===== config.mk =====
export PLATFORM = sky130hd
export DESIGN_NAME = otrim_regs
export DESIGN_NICKNAME = d
export VERILOG_FILES = /design/src/otrim_pkg.sv /design/src/otrim_regs.sv /design/src/otrim_regmux.sv
export SDC_FILE = /design/constraint.sdc
export NUM_CORES = 1
export LEC_CHECK = 0
export BUFFER_PORTS_ARGS = -buffer_cell sky130_fd_sc_hd__buf_2
export CORE_MARGIN = 1.5
export CORE_UTILIZATION = 35
export DETAILED_ROUTE_END_ITERATION = 6
export PLACE_DENSITY = 0.59
export SYNTH_ARGS = -nofsm -noshare
export SYNTH_HDL_FRONTEND = slang
export SYNTH_SLANG_ARGS = --single-unit

===== constraint.sdc =====
create_clock -name mclk -period 6.65 [get_ports mclk]
set_clock_uncertainty 0.2 [all_clocks]
set_input_delay 0 -clock mclk [delete_from_list [all_inputs] [get_ports mclk]]
set_output_delay 0 -clock mclk [all_outputs]
set_load 0.01 [all_outputs]

===== src/otrim_pkg.sv =====
/*
 * Package for the oscillator trim register block: offsets, field layout,
 * reset values and the unlock key.
 * Assumes a 32-bit Avalon-MM register bus with byte addresses.
 */
package otrim_pkg;

    localparam int ADDR_W = 4;

    // Register byte offsets
    localparam logic [3:0] OFS_PROTECT = 4'h0;
    localparam logic [3:0] OFS_ENABLE  = 4'h4;
    localparam logic [3:0] OFS_FACTORY = 4'h8;
    localparam logic [3:0] OFS_SETTING = 4'hC;

    // Field layout
    localparam int COARSE_W  = 6;
    localparam int COARSE_LO = 8;
    localparam int COARSE_HI = 13;
    localparam int FINE_W    = 4;
    localparam int FINE_LO   = 0;
    localparam int FINE_HI   = 3;
    localparam int KEY_W     = 8;
    localparam int KEY_HI    = 7;
    localparam int SEL_BIT   = 0;

    // Values
    localparam logic [7:0]  UNLOCK_KEY  = 8'hC1;
    localparam logic [7:0]  KEY_RST     = 8'h00;
    localparam logic [5:0]  COARSE_RST  = 6'h00;
    localparam logic [3:0]  FINE_RST    = 4'h0;
    localparam logic [31:0] WORD_ZERO   = 32'h0000_0000;
    localparam logic [31:0] UNMAPPED_RD = 32'h0000_0000;

endpackage


===== src/otrim_regs.sv =====
/*
 * Oscillator trim register block: protect key, source select, factory
 * readback and software trim setting, driving registered trim codes.
 * Assumes an Avalon-MM master holding each request until waitrequest low,
 * and factory codes held stable by the fuse logic.
 */
// What this block does
// RULE_01: Factory readback returns factory coarse code in bits 13:8, upper bits zero.
// RULE_02: Factory readback returns factory fine code in bits 3:0, bits 7:4 zero.
// RULE_03: Setting register holds writable six-bit coarse code at 13:8, resets zero.
// RULE_04: Setting register holds writable four-bit fine code at 3:0, resets zero.
// RULE_05: With enable set, the oscillator receives the software codes, not factory.
// RULE_06: Setting and enable writes are ignored unless the key holds 0xC1.
// RULE_07: Coarse code is signed 1.8 percent steps; zero means no change.
// RULE_08: Fine code is signed 0.3 percent steps; zero means no change.
// RULE_09: Eight-bit key in bits 7:0 unlocks only at 0xC1; resets zero.
// RULE_10: Enable bit 0 resets zero; clear picks factory, set picks software codes.
// RULE_11: Selected codes leave on registered outputs, one edge after any change.
`timescale 1ns/1ns
`default_nettype none

module otrim_regs (
    // Clock and reset
    input  wire logic        mclk,
    input  wire logic        rst,
    // Avalon-MM slave
    input  wire logic [3:0]  avs_address,
    input  wire logic        avs_read,
    input  wire logic        avs_write,
    input  wire logic [31:0] avs_writedata,
    input  wire logic [3:0]  avs_byteenable,
    output logic      [31:0] avs_readdata,
    output logic             avs_waitrequest,
    // Factory codes
    input  wire logic [5:0]  factory_coarse_code,
    input  wire logic [3:0]  factory_fine_code,
    // Oscillator trim outputs, signed step counts
    output logic      [5:0]  osc_coarse_r,
    output logic      [3:0]  osc_fine_r
);

    logic [7:0]  trim_protect_key_reg;
    logic        trim_source_select;
    logic [5:0]  set_coarse_r;
    logic [3:0]  set_fine_r;
    logic        ack_r;
    logic [31:0] rdata_nxt;
    logic        wr_go;
    logic        unlocked;

    // One wait state; a write lands on the edge that completes the transfer
    assign wr_go    = avs_write && ack_r;
    assign unlocked = (trim_protect_key_reg == otrim_pkg::UNLOCK_KEY);    // see RULE_09

    always_ff @(posedge mclk or posedge rst) begin
        if (rst) begin
            ack_r <= 1'b0;
        end else begin
            ack_r <= (avs_read || avs_write) && !ack_r;
        end
    end

    always_ff @(posedge mclk or posedge rst) begin
        if (rst) begin
            avs_waitrequest <= 1'b1;
        end else begin
            avs_waitrequest <= !((avs_read || avs_write) && !ack_r);
        end
    end

    // Key register, always writable
    always_ff @(posedge mclk or posedge rst) begin
        if (rst) begin
            trim_protect_key_reg <= otrim_pkg::KEY_RST;
        end else if (wr_go && avs_address == otrim_pkg::OFS_PROTECT && avs_byteenable[0]) begin
            trim_protect_key_reg <= avs_writedata[otrim_pkg::KEY_HI:0];    // see RULE_09
        end
    end

    always_ff @(posedge mclk or posedge rst) begin
        if (rst) begin
            trim_source_select <= 1'b0;
        end else if (wr_go && unlocked && avs_address == otrim_pkg::OFS_ENABLE
                     && avs_byteenable[0]) begin
            trim_source_select <= avs_writedata[otrim_pkg::SEL_BIT];    // see RULE_06 RULE_10
        end
    end

    always_ff @(posedge mclk or posedge rst) begin
        if (rst) begin
            set_coarse_r <= otrim_pkg::COARSE_RST;
            set_fine_r   <= otrim_pkg::FINE_RST;
        end else if (wr_go && unlocked && avs_address == otrim_pkg::OFS_SETTING) begin
            if (avs_byteenable[1]) begin
                set_coarse_r <=    // see RULE_03 RULE_06
                    avs_writedata[otrim_pkg::COARSE_HI:otrim_pkg::COARSE_LO];
            end
            if (avs_byteenable[0]) begin
                set_fine_r <=    // see RULE_04 RULE_06
                    avs_writedata[otrim_pkg::FINE_HI:otrim_pkg::FINE_LO];
            end
        end
    end

    // Codes pass unchanged; the analog side weighs each step
    always_ff @(posedge mclk or posedge rst) begin
        if (rst) begin
            osc_coarse_r <= otrim_pkg::COARSE_RST;
            osc_fine_r   <= otrim_pkg::FINE_RST;
        end else if (trim_source_select) begin
            osc_coarse_r <= set_coarse_r;    // see RULE_05 RULE_07 RULE_11
            osc_fine_r   <= set_fine_r;      // see RULE_05 RULE_08 RULE_11
        end else begin
            osc_coarse_r <= factory_coarse_code;    // see RULE_10 RULE_11
            osc_fine_r   <= factory_fine_code;
        end
    end

    otrim_regmux u_mux (
        .addr       (avs_address),
        .key        (trim_protect_key_reg),
        .sel        (trim_source_select),
        .fac_coarse (factory_coarse_code),
        .fac_fine   (factory_fine_code),
        .set_coarse (set_coarse_r),
        .set_fine   (set_fine_r),
        .rdata      (rdata_nxt)
    );

    always_ff @(posedge mclk or posedge rst) begin
        if (rst) begin
            avs_readdata <= otrim_pkg::WORD_ZERO;
        end else if (avs_read && !ack_r) begin
            avs_readdata <= rdata_nxt;    // see RULE_01 RULE_02
        end
    end

    // Protection and register writes
    locked_write_a: assert property (    // see RULE_06
        @(posedge mclk) disable iff (rst)
        (wr_go && !unlocked && avs_address == otrim_pkg::OFS_SETTING)
        |=> $stable(set_coarse_r) && $stable(set_fine_r))
        else $error("setting changed while locked");

    locked_enable_a: assert property (    // see RULE_06
        @(posedge mclk) disable iff (rst)
        (wr_go && !unlocked && avs_address == otrim_pkg::OFS_ENABLE)
        |=> $stable(trim_source_select))
        else $error("enable changed while locked");

    key_store_a: assert property (    // see RULE_09
        @(posedge mclk) disable iff (rst)
        (wr_go && avs_address == otrim_pkg::OFS_PROTECT && avs_byteenable[0])
        |=> trim_protect_key_reg == $past(avs_writedata[otrim_pkg::KEY_HI:0]))
        else $error("key not stored");

    coarse_write_a: assert property (    // see RULE_03 RULE_06
        @(posedge mclk) disable iff (rst)
        (wr_go && unlocked && avs_address == otrim_pkg::OFS_SETTING && avs_byteenable[1])
        |=> set_coarse_r == $past(avs_writedata[otrim_pkg::COARSE_HI:otrim_pkg::COARSE_LO]))
        else $error("coarse setting not stored");

    fine_write_a: assert property (    // see RULE_04 RULE_06
        @(posedge mclk) disable iff (rst)
        (wr_go && unlocked && avs_address == otrim_pkg::OFS_SETTING && avs_byteenable[0])
        |=> set_fine_r == $past(avs_writedata[otrim_pkg::FINE_HI:otrim_pkg::FINE_LO]))
        else $error("fine setting not stored");

    enable_write_a: assert property (    // see RULE_06 RULE_10
        @(posedge mclk) disable iff (rst)
        (wr_go && unlocked && avs_address == otrim_pkg::OFS_ENABLE && avs_byteenable[0])
        |=> trim_source_select == $past(avs_writedata[otrim_pkg::SEL_BIT]))
        else $error("enable not stored");

    // Trim source selection
    sw_source_a: assert property (    // see RULE_05
        @(posedge mclk) disable iff (rst)
        trim_source_select && $stable(trim_source_select)
        |=> osc_coarse_r == $past(set_coarse_r) && osc_fine_r == $past(set_fine_r))
        else $error("software codes not driven");

    // Reset still seen at the release edge, so outputs load one edge later
    fac_source_a: assert property (    // see RULE_10
        @(posedge mclk) disable iff (rst)
        !rst && !trim_source_select |=> osc_coarse_r == $past(factory_coarse_code))
        else $error("factory codes not driven");

    fac_fine_src_a: assert property (    // see RULE_10
        @(posedge mclk) disable iff (rst)
        !rst && !trim_source_select |=> osc_fine_r == $past(factory_fine_code))
        else $error("factory fine code not driven");

    out_update_a: assert property (    // see RULE_11 RULE_07
        @(posedge mclk) disable iff (rst)
        $changed(set_coarse_r) && trim_source_select && $stable(trim_source_select)
        |=> osc_coarse_r == $past(set_coarse_r))
        else $error("output lags setting");

    // Read data words
    fac_read_a: assert property (    // see RULE_01
        @(posedge mclk) disable iff (rst)
        (avs_read && !ack_r && avs_address == otrim_pkg::OFS_FACTORY)
        |=> avs_readdata[otrim_pkg::COARSE_HI:otrim_pkg::COARSE_LO]
            == $past(factory_coarse_code)
            && (avs_readdata >> (otrim_pkg::COARSE_HI + 1)) == otrim_pkg::WORD_ZERO)
        else $error("factory coarse readback wrong");

    fac_fine_a: assert property (    // see RULE_02
        @(posedge mclk) disable iff (rst)
        (avs_read && !ack_r && avs_address == otrim_pkg::OFS_FACTORY)
        |=> avs_readdata[otrim_pkg::FINE_HI:otrim_pkg::FINE_LO] == $past(factory_fine_code)
            && avs_readdata[otrim_pkg::COARSE_LO-1:otrim_pkg::FINE_HI+1] == '0)
        else $error("factory fine readback wrong");

    set_read_a: assert property (    // see RULE_03 RULE_04
        @(posedge mclk) disable iff (rst)
        (avs_read && !ack_r && avs_address == otrim_pkg::OFS_SETTING)
        |=> avs_readdata[otrim_pkg::COARSE_HI:otrim_pkg::COARSE_LO] == $past(set_coarse_r)
            && avs_readdata[otrim_pkg::FINE_HI:otrim_pkg::FINE_LO] == $past(set_fine_r))
        else $error("setting readback wrong");

    key_read_a: assert property (    // see RULE_09
        @(posedge mclk) disable iff (rst)
        (avs_read && !ack_r && avs_address == otrim_pkg::OFS_PROTECT)
        |=> avs_readdata == 32'($past(trim_protect_key_reg)))
        else $error("key readback wrong");

    enable_read_a: assert property (    // see RULE_10
        @(posedge mclk) disable iff (rst)
        (avs_read && !ack_r && avs_address == otrim_pkg::OFS_ENABLE)
        |=> avs_readdata == 32'($past(trim_source_select)))
        else $error("enable readback wrong");

    // Bus handshake
    bus_answer_a: assert property (
        @(posedge mclk) disable iff (rst)
        ((avs_read || avs_write) && avs_waitrequest) |-> ##[0:1] !avs_waitrequest)
        else $error("bus answer late");

    wait_pulse_a: assert property (
        @(posedge mclk) disable iff (rst)
        !avs_waitrequest |=> avs_waitrequest)
        else $error("waitrequest low too long");

    readdata_hold_a: assert property (
        @(posedge mclk) disable iff (rst)
        !(avs_read && !ack_r) |=> $stable(avs_readdata))
        else $error("read data not held");

endmodule

`default_nettype wire


===== src/otrim_regmux.sv =====
/*
 * Read-data word assembly for the trim register block.
 * Assumes the caller registers the result and supplies stable field values.
 */
`timescale 1ns/1ns
`default_nettype none

module otrim_regmux (
    // Decode
    input  wire logic [3:0]  addr,
    // Field values
    input  wire logic [7:0]  key,
    input  wire logic        sel,
    input  wire logic [5:0]  fac_coarse,
    input  wire logic [3:0]  fac_fine,
    input  wire logic [5:0]  set_coarse,
    input  wire logic [3:0]  set_fine,
    // Result
    output logic      [31:0] rdata
);

    function automatic logic [31:0] pack_trim(input logic [5:0] c, input logic [3:0] f);
        logic [31:0] w;
        w = otrim_pkg::WORD_ZERO;
        w[otrim_pkg::COARSE_HI:otrim_pkg::COARSE_LO] = c;
        w[otrim_pkg::FINE_HI:otrim_pkg::FINE_LO]     = f;
        return w;
    endfunction

    always_comb begin
        rdata = otrim_pkg::UNMAPPED_RD;
        case (addr)
            otrim_pkg::OFS_PROTECT: begin
                rdata[otrim_pkg::KEY_HI:0] = key;
            end
            otrim_pkg::OFS_ENABLE: begin
                rdata[otrim_pkg::SEL_BIT] = sel;
            end
            otrim_pkg::OFS_FACTORY: begin
                rdata = pack_trim(fac_coarse, fac_fine);    // see RULE_01 RULE_02
            end
            otrim_pkg::OFS_SETTING: begin
                rdata = pack_trim(set_coarse, set_fine);    // see RULE_03 RULE_04
            end
            default: begin
                rdata = otrim_pkg::UNMAPPED_RD;
            end
        endcase
    end

endmodule

`default_nettype wire


After elaboration in Yosys (flattened, before gate mapping)
Cells that the tools add are included.
- word-level logic and storage cells: 33
- output and inout port bits: 43
- bits in registers: 63
- bits of input ports: 54
- equality and inequality tests: 4
- reduce and logical (&&, ||, !) cells: 15
- multiplexer cells: 5
- operators with widths (kind ; count):
    $pmux W7 S3 ; 1
    $pmux W6 S2 ; 1
    $logic_and A1 B1 Y1 ; 9
    $eq A4 B4 Y1 const B ; 2
    $eq A8 B8 Y1 const B ; 1
    $mux W6 ; 1
    $eq A4 B3 Y1 const B ; 1
    $logic_not A4 Y1 ; 1
    $mux W4 ; 1
    $pmux W1 S4 ; 1
    $reduce_and A2 Y1 ; 2
    $logic_not A1 Y1 ; 2
    $logic_or A1 B1 Y1 ; 1

Logic depth before layout (Yosys ltp)
Gate-level depths: netlist of the first run.
- depth in word-level cells: 4
- mapped depth: 5
- depth with buffers taken out: 3

By module
Synthesis of the first run repeated with hierarchy kept, for this count alone.
- cell total of the unflattened synthesis: 198
- area total of the unflattened synthesis: 2905.3 um2
- modules (own cells, without submodules) (module ; instances ; cells each ; sequential area each (um2) ; area an instance (um2)):
    otrim_regs ; 1 ; 146 ; 1577.8 ; 2474.9
    otrim_regmux ; 1 ; 52 ; 0.0 ; 430.4

Worst setup path before layout of the first run
Ideal clock, no wire load.
- path kind: register to register
- start: register trim_protect_key_reg[3]
- end: register set_coarse_r[0]
- stages on the path, launching flop included: 4
- path slack: 4.546 ns
- required time: 6.325 ns
- period minus slack after synthesis: 2.104 ns
- buffers on the path: 0
- data arrival time: 1.779 ns
- library setup time: 0.125 ns
- cells stage by stage: dfrtp_1 -> or4_1 -> nor4_4 -> mux2_2
- word-level cells in the longest chain between the ends: 4
- ends and longest elaborated chain (item ; line ; text):
    from (decl) ; otrim_regs.sv:42 ; logic [7:0] trim_protect_key_reg;
    from (signal assigned) ; otrim_regs.sv:74 ; trim_protect_key_reg <= otrim_pkg::KEY_RST;
    from (signal assigned) ; otrim_regs.sv:76 ; trim_protect_key_reg <= avs_writedata[otrim_pkg::KEY_HI:0];
    $eq A8 B8 Y1 ; otrim_regs.sv:53 ; assign unlocked = (trim_protect_key_reg == otrim_pkg::UNLOCK_KEY);
    $logic_and A1 B1 Y1 (2 in series) ; otrim_regs.sv:93 ; end else if (wr_go && unlocked && avs_address == otrim_pkg::OFS_SETTING) begin
    $reduce_and A2 Y1 (no source line) ; n/a ;
    to (signal assigned) ; otrim_regs.sv:91 ; set_coarse_r <= otrim_pkg::COARSE_RST;
    to (signal assigned) ; otrim_regs.sv:95 ; set_coarse_r <=
    to (decl) ; otrim_regs.sv:44 ; logic [5:0] set_coarse_r;
Every way passes these cells.
A chain may end at the register's enable or synchronous reset.

Worst setup path after layout of the first run
- start: register trim_protect_key_reg[3]
- end: register set_coarse_r[1]
Same word-level chain as after synthesis.

==> results of run 1 <==
-- critical path, cell delays in order, from the launching register on --
cell,delay (ns)
dfrtp_1,0.39
or4_1,0.65
nor4_4,0.56
mux2_2,0.39
-- cells in the final DEF, fill, tap and decap left out, drive strengths merged, types with 2 or more instances in the layout --
master	netlist	final
conb	1	18
nor3	2	2
dfrtp	44	44
a22oi	8	8
nand3	2	2
o21ai	13	13
nor2	2	2
mux2	31	31
nand2	17	17
clkbuf	6	8
dlygate4sd3	0	29
nor4	4	4
or4	2	2
buf	20	60
inv	2	2
-- cell families (layout without fill, tap and decap cells) --
group,Yosys count,count (layout)
flops,45,45
compound gates,23,23
other cells,1,18
buf+inv,28,99
mux,32,32
simple gates,39,39
-- final timing paths --
kind                                                startpoint                           end  slack [ns]  cells past startpoint
setup reg to reg           trim_protect_key_reg[3]$_DFFE_PP0P_   set_coarse_r[1]$_DFFE_PP0P_        4.35                      3
min in group asynchronous                                  rst  avs_readdata[11]$_DFFE_PP0P_        0.28                      3
setup / recovery           trim_protect_key_reg[3]$_DFFE_PP0P_   set_coarse_r[1]$_DFFE_PP0P_        4.35                      3
hold / removal                                  avs_address[2]   avs_readdata[4]$_DFFE_PP0P_        0.01                      4
hold reg to reg                    avs_readdata[8]$_DFFE_PP0P_   avs_readdata[8]$_DFFE_PP0P_        0.28                      2
max in group asynchronous                                  rst       osc_fine_r[3]$_DFF_PP0_        5.38                      3
-- routing by layer --
layer | share of wire | GRT usage | routed length, um
met4 | 0.0096 | 0.0466 | 43
met3 | 0.041 | 0.0343 | 183
met1 | 0.46 | 0.196 | 2050
met2 | 0.49 | 0.250 | 2190
met5 | 0 | 0 | 0
-- layout make-up --
class / instances / area share
Sequential cell: 45 / 0.412
Clock buffer: 8 / 0.0329
Tap cell: 72 / 0.0329
Timing Repair Buffer: 89 / 0.218
Inverter: 2 / 0.00274
Multi-Input combinational cell: 112 / 0.302
-- power breakdown --
part           total (mW)  internal [mW]  leakage [nW]  switching, mW
registers           0.295          0.287         0.594        0.00833
clock network       0.172         0.0848        0.0455         0.0875
logic              0.0760         0.0374         0.687         0.0385
-- stage by stage --
step	setup slack [ns]	cell area, sq um	power [mW]	utilization
2_1_floorplan	4.55	2130	0.346	-
3_3_place_gp	4.35	2360	0.364	0.420
6_report	4.35	2740	0.544	0.488
5_1_grt	4.23	2740	0.574	0.488
4_1_cts	4.30	2740	0.553	0.488
3_5_place_dp	4.33	2360	0.365	0.420
==> run summary, run 1 <==
• run status: finished, final reports clean
• number of warnings reported in the yosys synthesis log: 0
• simple-gate area share of the yosys netlist: 0.118
• fraction of the yosys area taken by sequential cells: 0.545
• buffer levels on the longest clock path: 2
• clock period minus final worst setup slack: 2.30 ns
• Top Ports: 97
• synthesis-to-layout area growth: 32.4%
• unrepaired setup endpoints after global routing: no
• level count of the clock H-tree: 2
• P per Cell Area: 199 nW/um^2
• average wire length per cell after detail routing: 13.6 um
• number of clock buffers inserted by TritonCTS: 5
• period utilisation layout: 0.346
• die boundary width: 79.9 um
• Pleak: 1.33 nW
• Die Outline Area: 6380 sq um
• max-capacitance violation count: 0
• total global routing overflow: 0
• number of nets still failing antenna checks after routing: 0
• number of hold violations in the final report: 0
• number of buffer cells added on primary ports: 58
• worst voltage drop across the vdd grid: 77.5 uV
• placed cells: 291
• gr usage total: 0.151
• GP Congestion: 0.731
• final-report max-slew violation count: 0
• list of most frequent post-synthesis cells: 44 x dfrtp_1, 31 x mux2_2, 19 x buf_4, 17 x nand2_1, 13 x o21ai_0
• total clock sinks: 45
• flops & latches, synth: 45
• endpoint type of the worst setup path: register
• Tightest Pin Transition: 0.964 ns
• most used standard cell by instance count after synthesis: dfrtp_1
• fraction of post-synthesis cell area in the top cell type by area: 0.533
• Compound-Gate Fraction of Synth Area: 0.0690
• Post-Syn Instances: 168
• placed wire-length estimate: 3100 um
• Iteration-0 DRC Markers: 49
• Avg Cell Area, Syn: 12.3 sq um
• number of antenna violations at the first check in global routing: 0
• achievable clock frequency: 434 MHz
• first drt pass iteration count: 4
• worst relative slew slack: 0.356
• via total after detailed routing: 1,509
• final count of negative-setup-slack endpoints: 0
• Worst-path clk slew: 0.08 ns
• number of vias per cell: 4.60
• max FFs per register: 14
• Area contributors post-synth: dfrtp_1 53%, mux2_2 17%, buf_4 6.9%
• footprint of the multi-input gates: 826 sq um
• largest net degree at the start of global routing: 46
• hold_buf cts: 29
• required time at the worst-slack endpoint: 6.63 ns
• Layout fillers: 533
• TritonCTS clock tree: built
• Gates resized, CTS repair: 0
• fraction of the mapped netlist area in adder cells: 0
• xor and xnor area share after synthesis: 0
• sum of negative setup slack: 0 ns
• via count of the first global-routing pass: 1,475
• Yosys cell types: 30
• Routed WL: 4470 um
• combined flip-flop and latch cell area: 1130 sq um
• post-route non-filler standard cell count: 328
• dominant synthesized flop cell: dfrtp_1
• cell type with the highest aggregate area in the netlist: dfrtp_1
• number of enable-type register cells in the synthesized netlist: 0
• largest driver fanout on the critical path: 6
• category of the most critical setup path: reg2reg
• floorplan row count: 27
• ys async rst share: 1.00
• clock root buffer: clkbuf_8
• number of inserted diodes: 0
• number of setup buffers added after CTS: 0
• overall die height: 79.9 um
• worst min-delay path category: in2reg
• Data arrival, critical path: 2.28 ns
• layout cell share with drive strength beyond 1: 0.406
• clk_lat worst skew: 0.29 ns
• core area: 5610 sq um
• main combinational cell family by area after synthesis: multiplexers
• hold slack final: 0.0121 ns
• area of the mapped netlist: 2070 sq um
• Net count, final: 309
• CP Launch Type: register
• mux contribution to synthesized area: 0.180
• wire length of the first global-routing pass: 7280 um
• DRC violations left: 0
• initial core utilization: 0.369
Note: power is estimated with default switching activity, not from simulation.
==> inputs of run 2 (changes only) <==
Settings changed: ABC_AREA set to 1, PLACE_DENSITY 0.59 to 0.58.
Clock period 6.65 ns to 2.4 ns, I/O delays scaled along.
==> run 2 against run 1 <==
Effect of this change: sequential power grew to 2.9 times the previous value; design area is 9.9% higher; first-iteration DRC count is 120% higher; synthesized cell count is 46% higher; fmax is 8.5% higher; area after synthesis is 5.6% higher; sequential share of layout area is 3.7 points lower; sequential cell count stayed put; largest cell class unchanged; critical path type unchanged; core utilization is 1.7 points higher.
==> run summary, run 2 <==
• run status: finished, final reports clean, unchanged
• ys async rst share: 1.00, unchanged
• CP Launch Type: register, unchanged
• mux contribution to synthesized area: 0.0413, was 0.180
• dominant synthesized flop cell: dfrtp_1, unchanged
• placed cells: 372, was 291
• required time at the worst-slack endpoint: 2.44 ns, was 6.63 ns
• endpoint type of the worst setup path: register, unchanged
• average wire length per cell after detail routing: 12.3 um, was 13.6 um
• P per Cell Area: 612 nW/um^2, was 199 nW/um^2
• logic gate share of total power: 0.167, was 0.140
• layout cell share with drive strength beyond 1: 0.267, was 0.406
• setup slack on the worst flop-to-flop path: 0.28 ns, was 4.35 ns
• category of the most critical setup path: reg2reg, unchanged
• largest driver fanout on the critical path: 12, was 6
• Area contributors post-synth: dfrtp_1 50%, nand2_1 12%, buf_4 7.2%, was dfrtp_1 53%, mux2_2 17%, buf_4 6.9%
• Reg2Reg Launch Point: ack_r$_DFF_PP0_, was trim_protect_key_reg[3]$_DFFE_PP0P_
• slowest cell delay on critical path: 0.61 ns, was 0.65 ns
• number of setup buffers added after CTS: 0, unchanged
• largest net degree at the start of global routing: 34, was 46
• cell at the slowest stage of the critical path: dlygate4sd3_1, was or4_1
• most used cells in the layout excluding fill and tap cells: 68 x nand2_1, 58 x buf_2, 44 x dfrtp_1, was 58 x buf_2, 44 x dfrtp_1, 31 x mux2_2
• fraction of post-synthesis cell area in the top cell type by area: 0.505, was 0.533
• startpoint of the worst hold path: avs_address[0], was avs_address[2]
• total global routing overflow: 0, unchanged
• TritonCTS clock tree: built, unchanged
• achievable clock frequency: 471 MHz, was 434 MHz
• DRC violations left: 0, unchanged
• number of enable-type register cells in the synthesized netlist: 0, unchanged
• Data arrival, critical path: 2.16 ns, was 2.28 ns
• Top Ports: 97, unchanged
• Pleak: 1.51 nW, was 1.33 nW
• number of clock buffers inserted by TritonCTS: 5, unchanged
• critical path cell sequence: nand2_1 > inv_2 > nand3_1 > nor2_2 > nand3_1 > dlygate4sd3_1 > nand2_1, was or4_1 > nor4_4 > mux2_2
• xor and xnor area share after synthesis: 0, unchanged
• clk_lat worst skew: 0.30 ns, was 0.29 ns
• post-route non-filler standard cell count: 419, was 328
• Compound-Gate Fraction of Synth Area: 0.0648, was 0.0690
• Iteration-0 DRC Markers: 108, was 49
• final total power: 1.84 mW, was 0.544 mW
• floorplan row count: 28, was 27
• gr usage total: 0.165, was 0.151
• fraction of the yosys area taken by sequential cells: 0.517, was 0.545
• sink of the worst hold path: avs_readdata[9]$_DFFE_PP0P_, was avs_readdata[4]$_DFFE_PP0P_
• Avg Cell Area, Syn: 8.91 sq um, was 12.3 sq um
• Die Outline Area: 6720 sq um, was 6380 sq um
• list of most frequent post-synthesis cells: 68 x nand2_1, 44 x dfrtp_1, 21 x buf_4, 21 x nand3_1, 19 x inv_1, was 44 x dfrtp_1, 31 x mux2_2, 19 x buf_4, 17 x nand2_1, 13 x o21ai_0
• max FFs per register: 14, unchanged
• unrepaired setup endpoints after global routing: no, unchanged
• total clock sinks: 45, unchanged
• worst voltage drop across the vdd grid: 267 uV, was 77.5 uV
• via count of the first global-routing pass: 1,795, was 1,475
• via total after detailed routing: 1,902, was 1,509
• Net count, final: 397, was 309
• Net Sw Frac: 0.252, was 0.247
• overall die height: 82.0 um, was 79.9 um
• Psw: 0.464 mW, was 0.134 mW
• area of the mapped netlist: 2180 sq um, was 2070 sq um
• final count of negative-setup-slack endpoints: 0, unchanged
• core area: 5960 sq um, was 5610 sq um
• hold_buf cts: 38, was 29
• flops & latches, synth: 45, unchanged
• number of warnings reported in the yosys synthesis log: 0, unchanged
• initial core utilization: 0.366, was 0.369
• Min-Delay Path Depth: 5, was 4
• level count of the clock H-tree: 2, unchanged
• count of cells along the worst register-to-register path: 7, was 3
• fraction of power consumed by the clock network: 0.365, was 0.317
• number of hold violations in the final report: 0, unchanged
• synthesis-to-layout area growth: 37.8%, was 32.4%
• Yosys cell types: 24, was 30
• worst min-delay path category: in2reg, unchanged
• max-capacitance violation count: 0, unchanged
• cell type with the highest aggregate area in the netlist: dfrtp_1, unchanged
• placed wire-length estimate: 3350 um, was 3100 um
• period utilisation layout: 0.884, was 0.346
• simple-gate area share of the yosys netlist: 0.255, was 0.118
• most common library cell in the layout ignoring fill and taps: nand2_1, was buf_2
• number of inserted diodes: 0, unchanged
• number of nets still failing antenna checks after routing: 0, unchanged
• number of buffer cells added on primary ports: 58, unchanged
• first drt pass iteration count: 4, unchanged
• Tightest Pin Transition: 0.572 ns, was 0.964 ns
• sum of negative setup slack: 0 ns, unchanged
• Post-Syn Instances: 245, was 168
• worst relative slew slack: 0.619, was 0.356
• Routed WL: 5150 um, was 4470 um
• Int Pwr: 1.38 mW, was 0.409 mW
• fraction of the mapped netlist area in adder cells: 0, unchanged
• main combinational cell family by area after synthesis: simple AND/OR/NAND/NOR gates, was multiplexers
• Gates resized, CTS repair: 0, unchanged
• clock root buffer: clkbuf_8, unchanged
• number of vias per cell: 4.54, was 4.60
• most used standard cell by instance count after synthesis: nand2_1, was dfrtp_1
• buffer levels on the longest clock path: 2, unchanged
• number of antenna violations at the first check in global routing: 0, unchanged
• die boundary width: 82.0 um, was 79.9 um
• GP Congestion: 0.821, was 0.731
• final-report max-slew violation count: 0, unchanged
• critical register-to-register path endpoint: set_coarse_r[2]$_DFFE_PP0P_, was set_coarse_r[1]$_DFFE_PP0P_
• sequential power share: 0.468, was 0.543
• Worst-path clk slew: 0.08 ns, about the same
• wire length of the first global-routing pass: 8310 um, was 7280 um
• clock period minus final worst setup slack: 2.12 ns, was 2.30 ns
==> run 2: worst max-delay path: cells and delay by family (launching register included) <==
family / cells / cell delay [ns]
flops: 1 / 0.40
simple gates: 5 / 0.77
buf+inv: 2 / 0.69
==> run 2: power by group through the flow <==
stage | logic [mW] | registers (mW) | clock network (mW)
2_1_floorplan | 0.160 | 0.891 | 0
3_3_place_gp | 0.257 | 0.875 | 0
3_5_place_dp | 0.260 | 0.877 | 0
4_1_cts | 0.304 | 0.862 | 0.693
5_1_grt | 0.349 | 0.870 | 0.710
6_report | 0.308 | 0.861 | 0.672
==> run 2: metal layers <==
metal | share of wire | track usage | up-vias | routed length (um)
li1 | - | - | 951 | -
met1 | 0.45 | 0.214 | 880 | 2330
met2 | 0.47 | 0.267 | 57 | 2440
met3 | 0.046 | 0.0300 | 14 | 236
met4 | 0.027 | 0.0763 | 0 | 140
met5 | 0 | 0 | - | 0
==> run 2: through the flow <==
step	hold WS, ns	cell area [sq um]	setup WS, ns	utilization
global placement	0.00886	2460	0.747	0.414
global route	0.0363	3010	0.137	0.505
floorplan	-0.0832	2250	1.10	-
CTS	0.000366	2980	0.279	0.500
finish	0.0119	3010	0.279	0.505
detailed placement	0.0188	2460	0.746	0.414
==> run 2: worst max path at each step <==
stage	from	end	cells after the start
5_1_grt	ack_r$_DFF_PP0_	set_coarse_r[2]$_DFFE_PP0P_	7
3_5_place_dp	ack_r$_DFF_PP0_	set_coarse_r[3]$_DFFE_PP0P_	7
3_3_place_gp	ack_r$_DFF_PP0_	set_coarse_r[3]$_DFFE_PP0P_	7
6_report	ack_r$_DFF_PP0_	set_coarse_r[2]$_DFFE_PP0P_	7
2_1_floorplan	ack_r$_DFF_PP0_	avs_readdata[5]$_DFFE_PP0P_	4
4_1_cts	avs_address[3]	trim_protect_key_reg[1]$_DFFE_PP0P_	8
==> run 2: cells by family (layout without fill, tap and decap cells) <==
| group | Yosys count | in the layout |
|---|---|---|
| muxes | 8 | 8 |
| and+or+nand+nor | 122 | 122 |
| buffers and inverters | 46 | 128 |
| DFF | 45 | 45 |
| other | 1 | 18 |
| AOI/OAI and AO/OA | 23 | 23 |
==> run 2: layout make-up <==
type | count | area (sq um)
clock buffer | 5 | 68.8
inverter | 20 | 75.1
fill | 571 | 2950
tap | 75 | 93.8
sequential | 45 | 1130
timing repair buffer | 100 | 721
clock inverter | 3 | 65.1
multi-input combinational | 171 | 856
==> inputs of run 3 (changes only) <==
Settings changed: PLACE_DENSITY 0.58 to 0.69.
==> run 3 against run 2 <==
Effect of this change: register-to-register slack lost 0.07 ns; setup slack got worse by 0.073 ns; power is 12% lower; critical path depth is the same; design area shrank 1.5%; via count rose by 0.53%; count of clock-buffer cells in the layout up 1; global-route usage decreased by 0.72 points; sequential power barely moved; largest cell class unchanged; largest power group unchanged.
==> run summary, run 3 (synthesized netlist as in run 2, its figures left out) <==
• run status: finished, final reports clean, unchanged
• clk_lat worst skew: 0.29 ns, was 0.30 ns
• worst min-delay path category: in2reg, unchanged
• max-capacitance violation count: 0, unchanged
• sum of negative setup slack: 0 ns, unchanged
• max FFs per register: 14, unchanged
• number of setup buffers added after CTS: 0, unchanged
• wire length of the first global-routing pass: 7980 um, was 8310 um
• via count of the first global-routing pass: 1,790, was 1,795
• first drt pass iteration count: 4, unchanged
• met1 WL: 2180 um, was 2330 um
• GP Congestion: 0.808, was 0.821
• unrepaired setup endpoints after global routing: no, unchanged
• clock root buffer: clkbuf_8, unchanged
• die boundary width: 82.0 um, unchanged
• via total after detailed routing: 1,912, was 1,902
• number of inserted diodes: 0, unchanged
• worst relative slew slack: 0.635, was 0.619
• number of vias per cell: 4.54, about the same
• required time at the worst-slack endpoint: 2.44 ns, about the same
• most common library cell in the layout ignoring fill and taps: nand2_1, unchanged
• Net count, final: 399, was 397
• critical path cell sequence: nand2_1 > inv_2 > nand3_1 > nor2_2 > nand3_1 > dlygate4sd3_1 > nand2_1, unchanged
• endpoint type of the worst setup path: register, unchanged
• period utilisation layout: 0.914, was 0.884
• total clock sinks: 45, unchanged
• initial core utilization: 0.366, unchanged
• largest net degree at the start of global routing: 46, was 34
• logic gate share of total power: 0.188, was 0.167
• clock period minus final worst setup slack: 2.19 ns, was 2.12 ns
• Iteration-0 DRC Markers: 136, was 108
• core area: 5960 sq um, unchanged
• number of antenna violations at the first check in global routing: 0, unchanged
• largest driver fanout on the critical path: 12, unchanged
• Tightest Pin Transition: 0.548 ns, was 0.572 ns
• gr usage total: 0.158, was 0.165
• level count of the clock H-tree: 2, unchanged
• Critical path buffers and inverters: 2, unchanged
• number of clock buffers inserted by TritonCTS: 5, unchanged
• floorplan row count: 28, unchanged
• number of hold violations in the final report: 0, unchanged
• Top Ports: 97, unchanged
• most used cells in the layout excluding fill and tap cells: 68 x nand2_1, 58 x buf_2, 44 x dfrtp_1, unchanged
• number of buffer cells added on primary ports: 58, unchanged
• P per Cell Area: 545 nW/um^2, was 612 nW/um^2
• placed wire-length estimate: 3370 um, was 3350 um
• final count of negative-setup-slack endpoints: 0, unchanged
• average wire length per cell after detail routing: 12.1 um, was 12.3 um
• CP Launch Type: register, unchanged
• hold slack final: 0.0163 ns, was 0.0119 ns
• total global routing overflow: 0, unchanged
• setup slack on the worst flop-to-flop path: 0.21 ns, was 0.28 ns
• sequential power share: 0.536, was 0.468
• Net Sw Frac: 0.278, was 0.252
• buffer levels on the longest clock path: 2, unchanged
• overall die height: 82.0 um, unchanged
• Psw: 0.449 mW, was 0.464 mW
• fraction of power consumed by the clock network: 0.276, was 0.365
• achievable clock frequency: 456 MHz, was 471 MHz
• Pleak: 1.50 nW, was 1.51 nW
• DRC violations left: 0, unchanged
• Worst-path clk slew: 0.08 ns, about the same
• worst voltage drop across the vdd grid: 275 uV, was 267 uV
• Data arrival, critical path: 2.23 ns, was 2.16 ns
• Routed WL: 5100 um, was 5150 um
• met3 wire length: 280 um, was 236 um
• WL met2: 2530 um, was 2440 um
• category of the most critical setup path: reg2reg, unchanged
• slowest cell delay on critical path: 0.61 ns, about the same
• synthesis-to-layout area growth: 35.7%, was 37.8%
• number of nets still failing antenna checks after routing: 0, unchanged
• delay-heaviest family, CP: simple AND/OR/NAND/NOR gates, unchanged
• layout cell share with drive strength beyond 1: 0.260, was 0.267
• Die Outline Area: 6720 sq um, unchanged
• final-report max-slew violation count: 0, unchanged
• Int Pwr: 1.16 mW, was 1.38 mW
• DR top layer: met4, unchanged
• TritonCTS clock tree: built, unchanged
• cell at the slowest stage of the critical path: dlygate4sd3_1, unchanged
==> run 3: through the flow <==
| step | power (mW) | cells | instance area (sq um) | util | setup WS [ns] |
|---|---|---|---|---|---|
| 3_3_place_gp | 1.13 | 372 | 2460 | 0.414 | 0.763 |
| 2_1_floorplan | 1.05 | 262 | 2250 | - | 1.10 |
| 5_1_grt | 1.71 | 421 | 2960 | 0.497 | 0.0385 |
| 4_1_cts | 1.63 | 421 | 2960 | 0.497 | 0.0249 |
| 6_report | 1.61 | 421 | 2960 | 0.497 | 0.206 |
| 3_5_place_dp | 1.13 | 372 | 2460 | 0.414 | 0.725 |
==> run 3: per-layer routing <==
| layer | vias to the layer above | track usage |
|---|---|---|
| met1 | 873 | 0.193 |
| met5 | - | 0 |
| met2 | 69 | 0.268 |
| li1 | 957 | - |
| met3 | 13 | 0.0333 |
| met4 | 0 | 0.0678 |
==> run 3: layout make-up <==
cell class,count,area (sq um)
multi-input cells,171,856
repair buffers,102,726
fillers,571,3000
clock buffers,6,72.6
clock inverters,2,10.0
inverters,20,75.1
flip-flops and latches,45,1130
well taps,75,93.8
==> run 3: repair_timing <==
item,in CTS,in global routing
hold buffers,41,0
setup endpoints to repair,0,1
endpoints found under the hold margin,85,0
resized for setup,0,1
==> run 3: tightest hold or removal path, stage by stage <==
cell,delay [ns]
buf_2,0.09
nor2_2,0.06
nand2_2,0.13
o211ai_1,0.10
nand2_1,0.06
nand2_1,0.04
==> run 3: worst paths after layout <==
kind	from	end	cells past startpoint
max	ack_r$_DFF_PP0_	set_coarse_r[5]$_DFFE_PP0P_	7
min	avs_address[1]	avs_readdata[2]$_DFFE_PP0P_	6
max reg2reg	ack_r$_DFF_PP0_	set_coarse_r[5]$_DFFE_PP0P_	7
min reg2reg	avs_readdata[5]$_DFFE_PP0P_	avs_readdata[5]$_DFFE_PP0P_	2
max in group asynchronous	rst	trim_protect_key_reg[6]$_DFFE_PP0P_	4
min in group asynchronous	rst	avs_readdata[13]$_DFFE_PP0P_	4
==> run 3: power groups by stage <==
stage | registers (mW) | logic [mW] | clock network, mW
final | 0.864 | 0.303 | 0.445
after global routing | 0.872 | 0.341 | 0.494
after CTS | 0.862 | 0.303 | 0.466
after detailed placement | 0.877 | 0.257 | 0
after global placement | 0.875 | 0.254 | 0
after floorplan | 0.891 | 0.160 | 0
